## src/rtl/rsb_pkg.sv

```systemverilog
// Shared constants and types of the radio setup register bank
package rsb_pkg;

  // ==========================================================
  // Register map
  // ==========================================================
  localparam logic [4:0] ADDR_WIDTH_SETUP = 5'h03; // Address width
  localparam logic [4:0] RETRANSMIT_SETUP = 5'h04; // Retry setup
  localparam logic [4:0] RADIO_CHANNEL    = 5'h05; // Channel
  localparam logic [4:0] RADIO_SETUP      = 5'h06; // Radio_setup

  // ==========================================================
  // Field positions
  // ==========================================================
  localparam int WIDTH_LSB   = 0; // Address width code 1:0
  localparam int DELAY_LSB   = 4; // Retry delay 7:4
  localparam int COUNT_LSB   = 0; // Retry count 3:0
  localparam int CHAN_LSB    = 0; // Channel 6:0
  localparam int CARRIER_BIT = 7; // Continuous carrier
  localparam int LOW_BIT     = 5; // Low rate select
  localparam int LOCK_BIT    = 4; // Forced lock
  localparam int HIGH_BIT    = 3; // High rate select
  localparam int POWER_LSB   = 1; // Output power 2:1

  // ==========================================================
  // Reset values
  // ==========================================================
  localparam logic [1:0] WIDTH_RESET   = 2'h3;
  localparam logic [3:0] DELAY_RESET   = 4'h0;
  localparam logic [3:0] COUNT_RESET   = 4'h3;
  localparam logic [6:0] CHAN_RESET    = 7'h02;
  localparam logic       CARRIER_RESET = 1'h0;
  localparam logic       LOW_RESET     = 1'h0;
  localparam logic       LOCK_RESET    = 1'h0;
  localparam logic       HIGH_RESET    = 1'h1;
  localparam logic [1:0] POWER_RESET   = 2'h3;

  // ==========================================================
  // Timing
  // ==========================================================
  localparam int CLOCK_KHZ     = 10000; // 10 MHz core clock
  localparam int DELAY_STEP_US = 250;   // Retry delay step
  localparam int DELAY_STEP_CYCLES = DELAY_STEP_US * CLOCK_KHZ / 1000;

  // ==========================================================
  // Types
  // ==========================================================
  // Decoded air data rate
  typedef enum logic [1:0] {RATE_1M, RATE_2M, RATE_250K} rsb_rate_e;

  // Settings handed to the radio core
  typedef struct packed {
    logic [2:0]  addrBytes;         // Address width in bytes
    logic [4:0]  addrByteMask;      // Used address bytes, LSByte first
    logic        addrWidthIllegal;  // Code 00 stored
    logic [15:0] retryDelayCycles;  // Wait between transmissions
    logic [3:0]  retryCount;        // Retries allowed
    logic        retryEnable;       // Retries on at all
    logic [6:0]  channel;           // Frequency channel
    logic        continuousCarrier; // Carrier test transmit
    rsb_rate_e   dataRate;          // Air data rate
    logic        rateReserved;      // Pair 11 stored
    logic        forceLock;         // Test: force lock indication
    logic [1:0]  outputPower;       // 00 -18, 01 -12, 10 -6, 11 0 dBm
  } rsb_settings_s;

endpackage : rsb_pkg

```

## src/rtl/rsb_register_bank.sv

```systemverilog
// Radio setup register bank: storage, readback and decoded settings
// What this block does
// - Two-bit address width code, reset 11.
// - Short addresses use low bytes only.
// - One width for all pipes; upper zero.
// - Retry delay 7:4, 250 us steps.
// - Retry count 3:0, reset 3, 0 off.
// - Seven-bit channel, reset 2, bit7 reserved.
// - Bit 7 enables continuous carrier transmit.
// - Low/high rate bits pick data rate.
// - Low rate set overrides high rate.
// - Bit 4 forces lock, test only.
// - Output power code 2:1, reset 11.
// - Registers reached by read/write commands.
// - Undefined bits read back as zero.
`timescale 1ns/1ps
`default_nettype none

module rsb_register_bank #(
  parameter int DELAY_STEP_CYCLES = rsb_pkg::DELAY_STEP_CYCLES
) (
  input  wire logic               clock,     // 10 MHz core clock
  input  wire logic               rst_b,     // Async reset, active low
  input  wire logic [4:0]         regAddr,   // Register address
  input  wire logic               regWrite,  // Write command strobe
  input  wire logic               regRead,   // Read command strobe
  input  wire logic [7:0]         regWdata,  // Write data
  output logic      [7:0]         regRdata,  // Read data
  output logic                    regRvalid, // Read data valid pulse
  output rsb_pkg::rsb_settings_s  settings   // Decoded settings
);

  // ==========================================================
  // Reset release
  // ==========================================================
  logic rstMeta; // First release stage
  logic rstN;    // Released reset for the design

  // Two-stage release of the async reset
  always_ff @(posedge clock or negedge rst_b) begin
    if (!rst_b) begin
      rstMeta <= 1'b0;
      rstN    <= 1'b0;
    end else begin
      rstMeta <= 1'b1;
      rstN    <= rstMeta;
    end
  end

  // ==========================================================
  // Functions
  // ==========================================================
  // Width code to byte count; illegal code treated as five
  function automatic logic [2:0] width_bytes(input logic [1:0] code);
    unique case (code)
      2'h1:    width_bytes = 3'h3;
      2'h2:    width_bytes = 3'h4;
      default: width_bytes = 3'h5;
    endcase
  endfunction : width_bytes

  // Mask of address bytes in use, least significant first
  function automatic logic [4:0] byte_mask(input logic [1:0] code);
    unique case (code)
      2'h1:    byte_mask = 5'h07;
      2'h2:    byte_mask = 5'h0f;
      default: byte_mask = 5'h1f;
    endcase
  endfunction : byte_mask

  // Rate pair to rate; low select wins over high
  function automatic rsb_pkg::rsb_rate_e rate_of(input logic low,
                                                 input logic high);
    if (low)
      rate_of = rsb_pkg::RATE_250K;
    else if (high)
      rate_of = rsb_pkg::RATE_2M;
    else
      rate_of = rsb_pkg::RATE_1M;
  endfunction : rate_of

  // Delay code to cycle count
  function automatic logic [15:0] delay_cycles(input logic [3:0] code);
    delay_cycles = 16'((32'(code) + 32'd1) * DELAY_STEP_CYCLES);
  endfunction : delay_cycles

  // ==========================================================
  // Storage
  // ==========================================================
  logic [1:0] widthCode; // Address width code
  logic [3:0] delay;    // Retry delay code
  logic [3:0] count;    // Retry count code
  logic [6:0] channel;  // Channel number
  logic       carrier;  // Continuous carrier
  logic       lowRate;  // Low rate select
  logic       lock;     // Forced lock
  logic       highRate; // High rate select
  logic [1:0] power;    // Output power code

  // Write strobes per register
  logic wrWidth, wrRetry, wrChan, wrSetup;
  assign wrWidth = regWrite && (regAddr == rsb_pkg::ADDR_WIDTH_SETUP);
  assign wrRetry = regWrite && (regAddr == rsb_pkg::RETRANSMIT_SETUP);
  assign wrChan  = regWrite && (regAddr == rsb_pkg::RADIO_CHANNEL);
  assign wrSetup = regWrite && (regAddr == rsb_pkg::RADIO_SETUP);

  // Address width register, upper bits not stored
  // width code storage
  always_ff @(posedge clock or negedge rstN) begin
    if (!rstN)
      widthCode <= rsb_pkg::WIDTH_RESET;
    else if (wrWidth)
      widthCode <= regWdata[rsb_pkg::WIDTH_LSB +: 2];
  end

  // Retry setup register
  // delay field storage
  always_ff @(posedge clock or negedge rstN) begin
    if (!rstN) begin
      delay <= rsb_pkg::DELAY_RESET;
      count <= rsb_pkg::COUNT_RESET;
    end else if (wrRetry) begin
      delay <= regWdata[rsb_pkg::DELAY_LSB +: 4];
      count <= regWdata[rsb_pkg::COUNT_LSB +: 4];
    end
  end

  // Channel register, reserved bit 7 not stored
  // channel storage
  always_ff @(posedge clock or negedge rstN) begin
    if (!rstN)
      channel <= rsb_pkg::CHAN_RESET;
    else if (wrChan)
      channel <= regWdata[rsb_pkg::CHAN_LSB +: 7];
  end

  // Radio_setup register, reserved bits 6 and 0 not stored
  // carrier bit
  always_ff @(posedge clock or negedge rstN) begin
    if (!rstN) begin
      carrier  <= rsb_pkg::CARRIER_RESET;
      lowRate  <= rsb_pkg::LOW_RESET;
      lock     <= rsb_pkg::LOCK_RESET;
      highRate <= rsb_pkg::HIGH_RESET;
      power    <= rsb_pkg::POWER_RESET;
    end else if (wrSetup) begin
      carrier  <= regWdata[rsb_pkg::CARRIER_BIT];
      lowRate  <= regWdata[rsb_pkg::LOW_BIT];
      lock     <= regWdata[rsb_pkg::LOCK_BIT];
      highRate <= regWdata[rsb_pkg::HIGH_BIT];
      power    <= regWdata[rsb_pkg::POWER_LSB +: 2];
    end
  end

  // ==========================================================
  // Readback
  // ==========================================================
  logic [7:0] readWord; // Selected register image

  // Image of the addressed register, undefined bits zero
  // zero fill
  always_comb begin
    readWord = 8'h00;
    unique case (regAddr)
      rsb_pkg::ADDR_WIDTH_SETUP: readWord[rsb_pkg::WIDTH_LSB +: 2] = widthCode;
      rsb_pkg::RETRANSMIT_SETUP: readWord = {delay, count};
      rsb_pkg::RADIO_CHANNEL:    readWord[rsb_pkg::CHAN_LSB +: 7] = channel;
      rsb_pkg::RADIO_SETUP: begin
        readWord[rsb_pkg::CARRIER_BIT]     = carrier;
        readWord[rsb_pkg::LOW_BIT]         = lowRate;
        readWord[rsb_pkg::LOCK_BIT]        = lock;
        readWord[rsb_pkg::HIGH_BIT]        = highRate;
        readWord[rsb_pkg::POWER_LSB +: 2]  = power;
      end
      default:                   readWord = 8'h00; // Unmapped
    endcase
  end

  // Read answer one cycle after the command
  // read command
  always_ff @(posedge clock or negedge rstN) begin
    if (!rstN) begin
      regRdata  <= 8'h00;
      regRvalid <= 1'b0;
    end else begin
      regRvalid <= regRead;
      if (regRead)
        regRdata <= readWord;
    end
  end

  // ==========================================================
  // Decoded settings
  // ==========================================================
  // Registered decode for the radio core
  // low address bytes
  always_ff @(posedge clock or negedge rstN) begin
    if (!rstN) begin
      settings <= '0;
    end else begin
      settings.addrBytes         <= width_bytes(widthCode);
      settings.addrByteMask      <= byte_mask(widthCode);
      settings.addrWidthIllegal  <= (widthCode == 2'h0);
      settings.retryDelayCycles  <= delay_cycles(delay);
      settings.retryCount        <= count;
      settings.retryEnable       <= (count != 4'h0);
      settings.channel           <= channel;
      settings.continuousCarrier <= carrier;
      settings.dataRate          <= rate_of(lowRate, highRate);
      settings.rateReserved      <= lowRate && highRate;
      settings.forceLock         <= lock;
      settings.outputPower       <= power;
    end
  end
endmodule : rsb_register_bank

`default_nettype wire

```

## config.mk

```make
export PLATFORM = sky130hd
export DESIGN_NAME = rsb_register_bank
export DESIGN_NICKNAME = d
export VERILOG_FILES = /design/src/rtl/rsb_pkg.sv /design/src/rtl/rsb_register_bank.sv
export SDC_FILE = /design/constraint.sdc
export NUM_CORES = 1
export LEC_CHECK = 0
export ABC_AREA = 1
export BUFFER_PORTS_ARGS = -buffer_cell sky130_fd_sc_hd__buf_4
export CORE_MARGIN = 2
export CORE_UTILIZATION = 58
export DETAILED_ROUTE_END_ITERATION = 10
export PLACE_DENSITY = 0.84
export SLEW_MARGIN = 20
export SYNTH_ARGS = -nofsm -noshare
export SYNTH_HDL_FRONTEND = slang
export SYNTH_SLANG_ARGS = --single-unit
```

## constraint.sdc

```tcl
create_clock -name clock -period 4.4 [get_ports clock]
set_input_delay 0.66 -clock clock [delete_from_list [all_inputs] [get_ports clock]]
set_output_delay 0.66 -clock clock [all_outputs]
set_load 0.05 [all_outputs]
```

==> out/metrics.yaml, run 1 <==
first_global_vias: 2458
ctsHtreeMaxLevel: 3
p_seq_frac: 0.344
cts_tree: "yes"
cts_setup_buffers: 0
skew_ps: 7.016
detail-route-antenna-nets: 0
syn_to_final_growth_pct: 22.40
yosysWarnings: 0
dp.cells: 459
p_per_area_mw_per_mm2: 655.3
grt_usage: 0.2418
core_area_mm2: 0.005540
p_sw_mw: 1.147
path_cells: "ha_1, xor2_1, fa_1, ha_1, ha_1, ha_1, a21oi_1, nand2_1, a21oi_1, inv_1, nand2_1, nand2_1"
fp.dieW_um: 79.95
grt_remaining_overflow: 0
start_util: 0.6039
drt_pass1_iterations: 7
critPathKind: "reg2reg"
die_height_um: 79.95
rsz0062_at_grt: "no"
crit_path_frequent_cell: "ha_1"
path_clk_slew_ps: 70
cts_buffers: 9
ir_worst_vdd_mv: 0.4172
worstMarginPinSlew_ps: 678.5
drv_slew: 0
power_frac_comb: 0.449
netlist_instances: 327
intPower_mw: 1.536
cts_buffer_depth: 2
grt_pass1_wl_mm: 11.42
ys.flop_type: "dfrtp_1"
hp-class: "in2async"
drc: 0
syn_area_per_cell_um2: 10.23
nNetsFinal: 447
gp_congestion: 0.8817
fin_crit_ps: 3434
grt_max_degree: 57
p_leak_nw: 2.235
p_clk_frac: 0.207
layout-drive-gt1-share: 0.2630
setup_viol_count_final: 0
cp.arrival_ps: 3670
synth.cells.most_frequent: "78 x nand2_1, 65 x dfrtp_1, 36 x inv_1"
diodes: 0
drt_iter0_drc: 151
synth_top_area_share: 0.4862
wire_per_inst_um: 15.15
worstSkewPairLatency_ps: 340
max_stage_delay_ps: 520
fin_crit_sh: 0.7805
cts-resized-gates: 0
hold_buffers: 0
hold_viol: 0
cts.sinks: 73
synthArstFlopShare: 1.000
required_ps: 4640
antenna_found_initial: 0
routed_wl_mm: 7.198
synth_area_leader_cell: "dfrtp_1"
status: "completed"
cts_root_buf: "clkbuf_8"
synth_cell_types: 29
ys_top_cells_by_area: "dfrtp_1 49%, ha_1 10%, nand2_1 8.8%, dfstp_2 6.3%, inv_1 4.0%"
yosysSeqAreaShare: 0.5490
rows: 27
end_kind: "flip-flop"
maxSlewHeadroom: 0.5477
yosysMostFrequentCell: "nand2_1"
synth_seq_cells: 73
syn-cell-area_mm2: 0.003346
port_buffers: 67
fin_tns_setup_ps: 0
drt-vias-per-instance: 5.347
crit_path_max_fanout: 6
critical_path.slowest_cell: "fa_1"
p_sw_frac: 0.4276
cp-start-kind: "flip-flop"
cap_violations: 0
num_vias: 2540
layout.cells.non_filler: 475
io_pins: 70
dieArea_mm2: 0.006392
fmax_mhz: 291.2
place_hpwl_mm: 5.115
synth_edf_count: 0
fillers: 399
sequential cells by signal, indices dropped and copies added, names as in the netlist, 2 cells and up:
signal     flops
channel        7
count          4
delay          4
power          2
regRdata       8
settings      39
widthCode      2
logic make-up (layout without fill, tap and decap cells):
logic type | count (synthesis) | in the layout | share of synthesized area
AND/OR/NAND/NOR | 132 | 132 | 0.1825
adder cells (fa/ha/maj) | 32 | 32 | 0.1286
buffers and inverters | 47 | 121 | 0.06245
other | 2 | 4 | 0.002245
XOR/XNOR | 7 | 7 | 0.01832
flip-flops | 73 | 73 | 0.5490
AO/OA/AOI/OAI | 34 | 34 | 0.05685
power groups by stage:
| stage | Sequential, mW | Clock (mW) | Combinational, mW |
|---|---|---|---|
| finish | 0.922 | 0.557 | 1.21 |
| global route | 0.939 | 0.591 | 1.29 |
| CTS | 0.923 | 0.563 | 1.21 |
| detailed placement | 0.933 | 0 | 1.18 |
| global placement | 0.929 | 0 | 1.13 |
| floorplan | 1.31 | 0 | 0.472 |
worst max-delay path, delay by kind of cell (launching register included):
family	cells	cell delay, ps
XOR/XNOR	1	460
buffers and inverters	1	70
AO/OA/AOI/OAI	2	370
flip-flops	1	450
adder cells (fa/ha/maj)	5	1740
AND/OR/NAND/NOR	3	250
final cells by class:
type / instances / area (um2) / area share
clock inverters: 5 / 78.83 / 0.01925
inverters: 37 / 138.9 / 0.03391
clock buffers: 11 / 131.4 / 0.03208
well taps: 72 / 90.09 / 0.02200
repair buffers: 68 / 510.5 / 0.1247
multi-input cells: 209 / 1308 / 0.3193
flip-flops and latches: 73 / 1838 / 0.4488
cells in the final DEF (no fill, tap or decap), types with 6 or more instances in the layout:
master	n
dfstp_2	8
o21ai_1	12
nand2_1	78
nor2_1	11
nand4_1	6
dfrtp_1	64
ha_1	28
a21oi_1	6
o21ai_0	8
buf_4	68
clkbuf_8	9
xor2_1	7
nand3_1	25
inv_1	36
per-stage QoR:
| stage | hold slack, ps | power (mW) | cell area, um2 | setup slack [ps] | util |
|---|---|---|---|---|---|
| after floorplan | 331.2 | 1.778 | 3353 | 1336 | - |
| after global placement | 167.6 | 2.063 | 3885 | 1188 | 0.7012 |
| after detailed placement | 175.0 | 2.116 | 3885 | 1002 | 0.7012 |
| after CTS | 78.72 | 2.693 | 4095 | 989.3 | 0.7392 |
| after global routing | 75.99 | 2.825 | 4095 | 717.7 | 0.7392 |
| final | 88.61 | 2.683 | 4095 | 965.8 | 0.7392 |
worst paths after layout:
check | from | end | slack, ps | cells past startpoint
min reg2reg | rstN | settings[28] | 170 | 0
min in group clock | rstMeta | rstN | 350 | 0
max in group asynchronous | rstN | settings[23] | 3230 | 1
max reg2reg | delay[0] | settings[32] | 970 | 12
min | rst_b | rstMeta | 90 | 1
max | delay[0] | settings[32] | 970 | 12
layer usage:
metal / track usage / vias to the layer above / wire (um)
met4: 0.1390 / 0 / 232
met1: 0.3037 / 1212 / 2823
met5: 0 / - / 0
li1: - / 1183 / -
met2: 0.3892 / 119 / 3604
met3: 0.04864 / 26 / 537
No activity file was read; power rests on OpenSTA's default activity.
==> run 2: changes to the inputs <==
--- a/config.mk
+++ b/config.mk
@@ -8,9 +8,9 @@
 export ABC_AREA = 1
 export BUFFER_PORTS_ARGS = -buffer_cell sky130_fd_sc_hd__buf_4
 export CORE_MARGIN = 2
-export CORE_UTILIZATION = 58
+export CORE_UTILIZATION = 54
 export DETAILED_ROUTE_END_ITERATION = 10
-export PLACE_DENSITY = 0.84
+export PLACE_DENSITY = 0.79
 export SLEW_MARGIN = 20
 export SYNTH_ARGS = -nofsm -noshare
 export SYNTH_HDL_FRONTEND = slang
==> constraint.sdc (replaced) <==
create_clock -name clock -period 3.36 [get_ports clock]
set_input_delay 0.504 -clock clock [delete_from_list [all_inputs] [get_ports clock]]
set_output_delay 0.504 -clock clock [all_outputs]
set_load 0.05 [all_outputs]
==> out/metrics.yaml, run 2 (synthesis results as in run 1) <==
status: "completed"  # unchanged
cts.sinks: 73  # unchanged
worstSkewPairLatency_ps: 340  # about the same
layout-drive-gt1-share: 0.2716  # was 0.2630
critPathKind: "reg2reg"  # unchanged
port_buffers: 67  # unchanged
p_per_area_mw_per_mm2: 844.0  # was 655.3 mW/mm2
crit_path_max_fanout: 5  # was 6
cts_root_buf: "clkbuf_8"  # unchanged
io_pins: 70  # unchanged
drc: 0  # unchanged
cts_tree: "yes"  # unchanged
cp.arrival_ps: 3390  # was 3670 ps
worstMarginPinSlew_ps: 571.2  # was 678.5 ps
cts_setup_buffers: 0  # unchanged
cts_buffer_depth: 2  # unchanged
num_vias: 2486  # was 2540
multiInputGateArea_mm2: 0.001315  # was 0.001308 mm2
path_clk_slew_ps: 80  # was 70 ps
fp.dieW_um: 82.72  # was 79.95 um
fillers: 475  # was 399
fin_crit_ps: 3158  # was 3434 ps
required_ps: 3600  # was 4640 ps
grt_remaining_overflow: 0  # unchanged
mostFrequentLayoutCell: "nand2_1"  # unchanged
dieArea_mm2: 0.006842  # was 0.006392 mm2
first_global_vias: 2336  # was 2458
ir_worst_vdd_mv: 0.6391  # was 0.4172 mV
hold_viol: 0  # unchanged
p_leak_nw: 2.250  # was 2.235 nW
rsz0062_at_grt: "no"  # unchanged
grt_pass1_wl_mm: 10.87  # was 11.42 mm
cap_violations: 0  # unchanged
drt-vias-per-instance: 5.179  # was 5.347
start_util: 0.5618  # was 0.6039
setup_viol_count_final: 0  # unchanged
grt_usage: 0.2182  # was 0.2418
nNetsFinal: 449  # was 447
routed_wl_mm: 6.884  # was 7.198 mm
skew_ps: 5.340  # was 7.016 ps
drt_iter0_drc: 179  # was 151
rows: 28  # was 27
fin_crit_sh: 0.9399  # was 0.7805
place_hpwl_mm: 5.119  # was 5.115 mm
core_area_mm2: 0.005956  # was 0.005540 mm2
syn_to_final_growth_pct: 23.37  # was 22.40%
regArea_mm2: 0.001838  # unchanged
maxSlewHeadroom: 0.6192  # was 0.5477
drt_pass1_iterations: 5  # was 7
reg_top3: "settings x39, regRdata x8, channel x7"  # unchanged
gp_congestion: 0.8776  # was 0.8817
largest_reg_flops: 39  # unchanged
die_height_um: 82.72  # was 79.95 um
fmax_mhz: 316.6  # was 291.2 MHz
ctsHtreeMaxLevel: 3  # unchanged
cp-start-kind: "flip-flop"  # unchanged
detail-route-antenna-nets: 0  # unchanged
end_kind: "flip-flop"  # unchanged
mostFrequentLayoutCells: "78 x nand2_1, 69 x buf_4, 64 x dfrtp_1"  # was 78 x nand2_1, 68 x buf_4, 64 x dfrtp_1
fin_tns_setup_ps: 0  # unchanged
largest-register: "settings"  # unchanged
wire_per_inst_um: 14.34  # was 15.15 um
cts_buffers: 9  # unchanged
drv_slew: 0  # unchanged
diodes: 0  # unchanged
grt_max_degree: 47  # was 57
hp-class: "reg2async"  # was in2async
antenna_found_initial: 0  # unchanged
pre_cts_ws_ps: 200.5  # was 1002 ps
worst_slack_ps: 201.9  # was 965.8 ps
## run 2: area by class of cell
type / count / area share
inverters: 37 / 0.03365
multi-input cells: 209 / 0.3186
clock inverters: 4 / 0.01182
well taps: 75 / 0.02273
flip-flops and latches: 73 / 0.4453
repair buffers: 70 / 0.1279
clock buffers: 12 / 0.04001
## run 2: through the flow
stage	util	hold slack, ps	area (um2)	total power, mW	std cells
floorplan	-	208.4	3353	2.329	329
global placement	0.6542	264.7	3896	2.717	463
detailed placement	0.6542	277.6	3896	2.774	463
CTS	0.6918	276.0	4120	3.501	480
global route	0.6931	323.1	4128	3.702	480
finish	0.6931	257.1	4128	3.484	480
## run 2: path summary, 6_finish.rpt
path | endpoint | depth (start not counted) | slack [ps] | startpoint
max | settings[32] | 12 | 200 | delay[0]
min | count[3] | 0 | 260 | rstN
max reg2reg | settings[32] | 12 | 200 | delay[0]
min reg2reg | count[3] | 0 | 260 | rstN
max in group asynchronous | settings[22] | 1 | 2120 | rstN
min in group clock | regRvalid | 1 | 370 | regRead
## run 2: per-layer routing
layer  GRT usage  vias to the layer above  part of all wire
li1            -                     1182                 -
met1      0.2910                     1188              0.43
met2      0.3379                      103              0.48
met3     0.05217                       13             0.067
met4      0.1016                        0             0.023
met5           0                        -                 0
## run 2: power by group
part | internal (mW) | leakage, nW | switching, mW
combinational | 0.494 | 1.25 | 1.06
clock | 0.404 | 0.113 | 0.315
sequential | 1.10 | 0.885 | 0.106
## run 2: worst max-delay path: stages (launching register included)
cell and delay (ps):
dfrtp_1 460, ha_1 260, xor2_1 230, fa_1 460, ha_1 310, ha_1 300, ha_1 360, a21oi_1 190
nand2_1 130, a21oi_1 190, inv_1 60, nand2_1 60, nand2_1 50
## run 2: timing repair
item / 4_1_cts / 5_1_grt
hold endpoints to repair: 2 / 0
gates resized for setup: 0 / 1
setup endpoints to repair: 0 / 2
hold buffers: 1 / 0
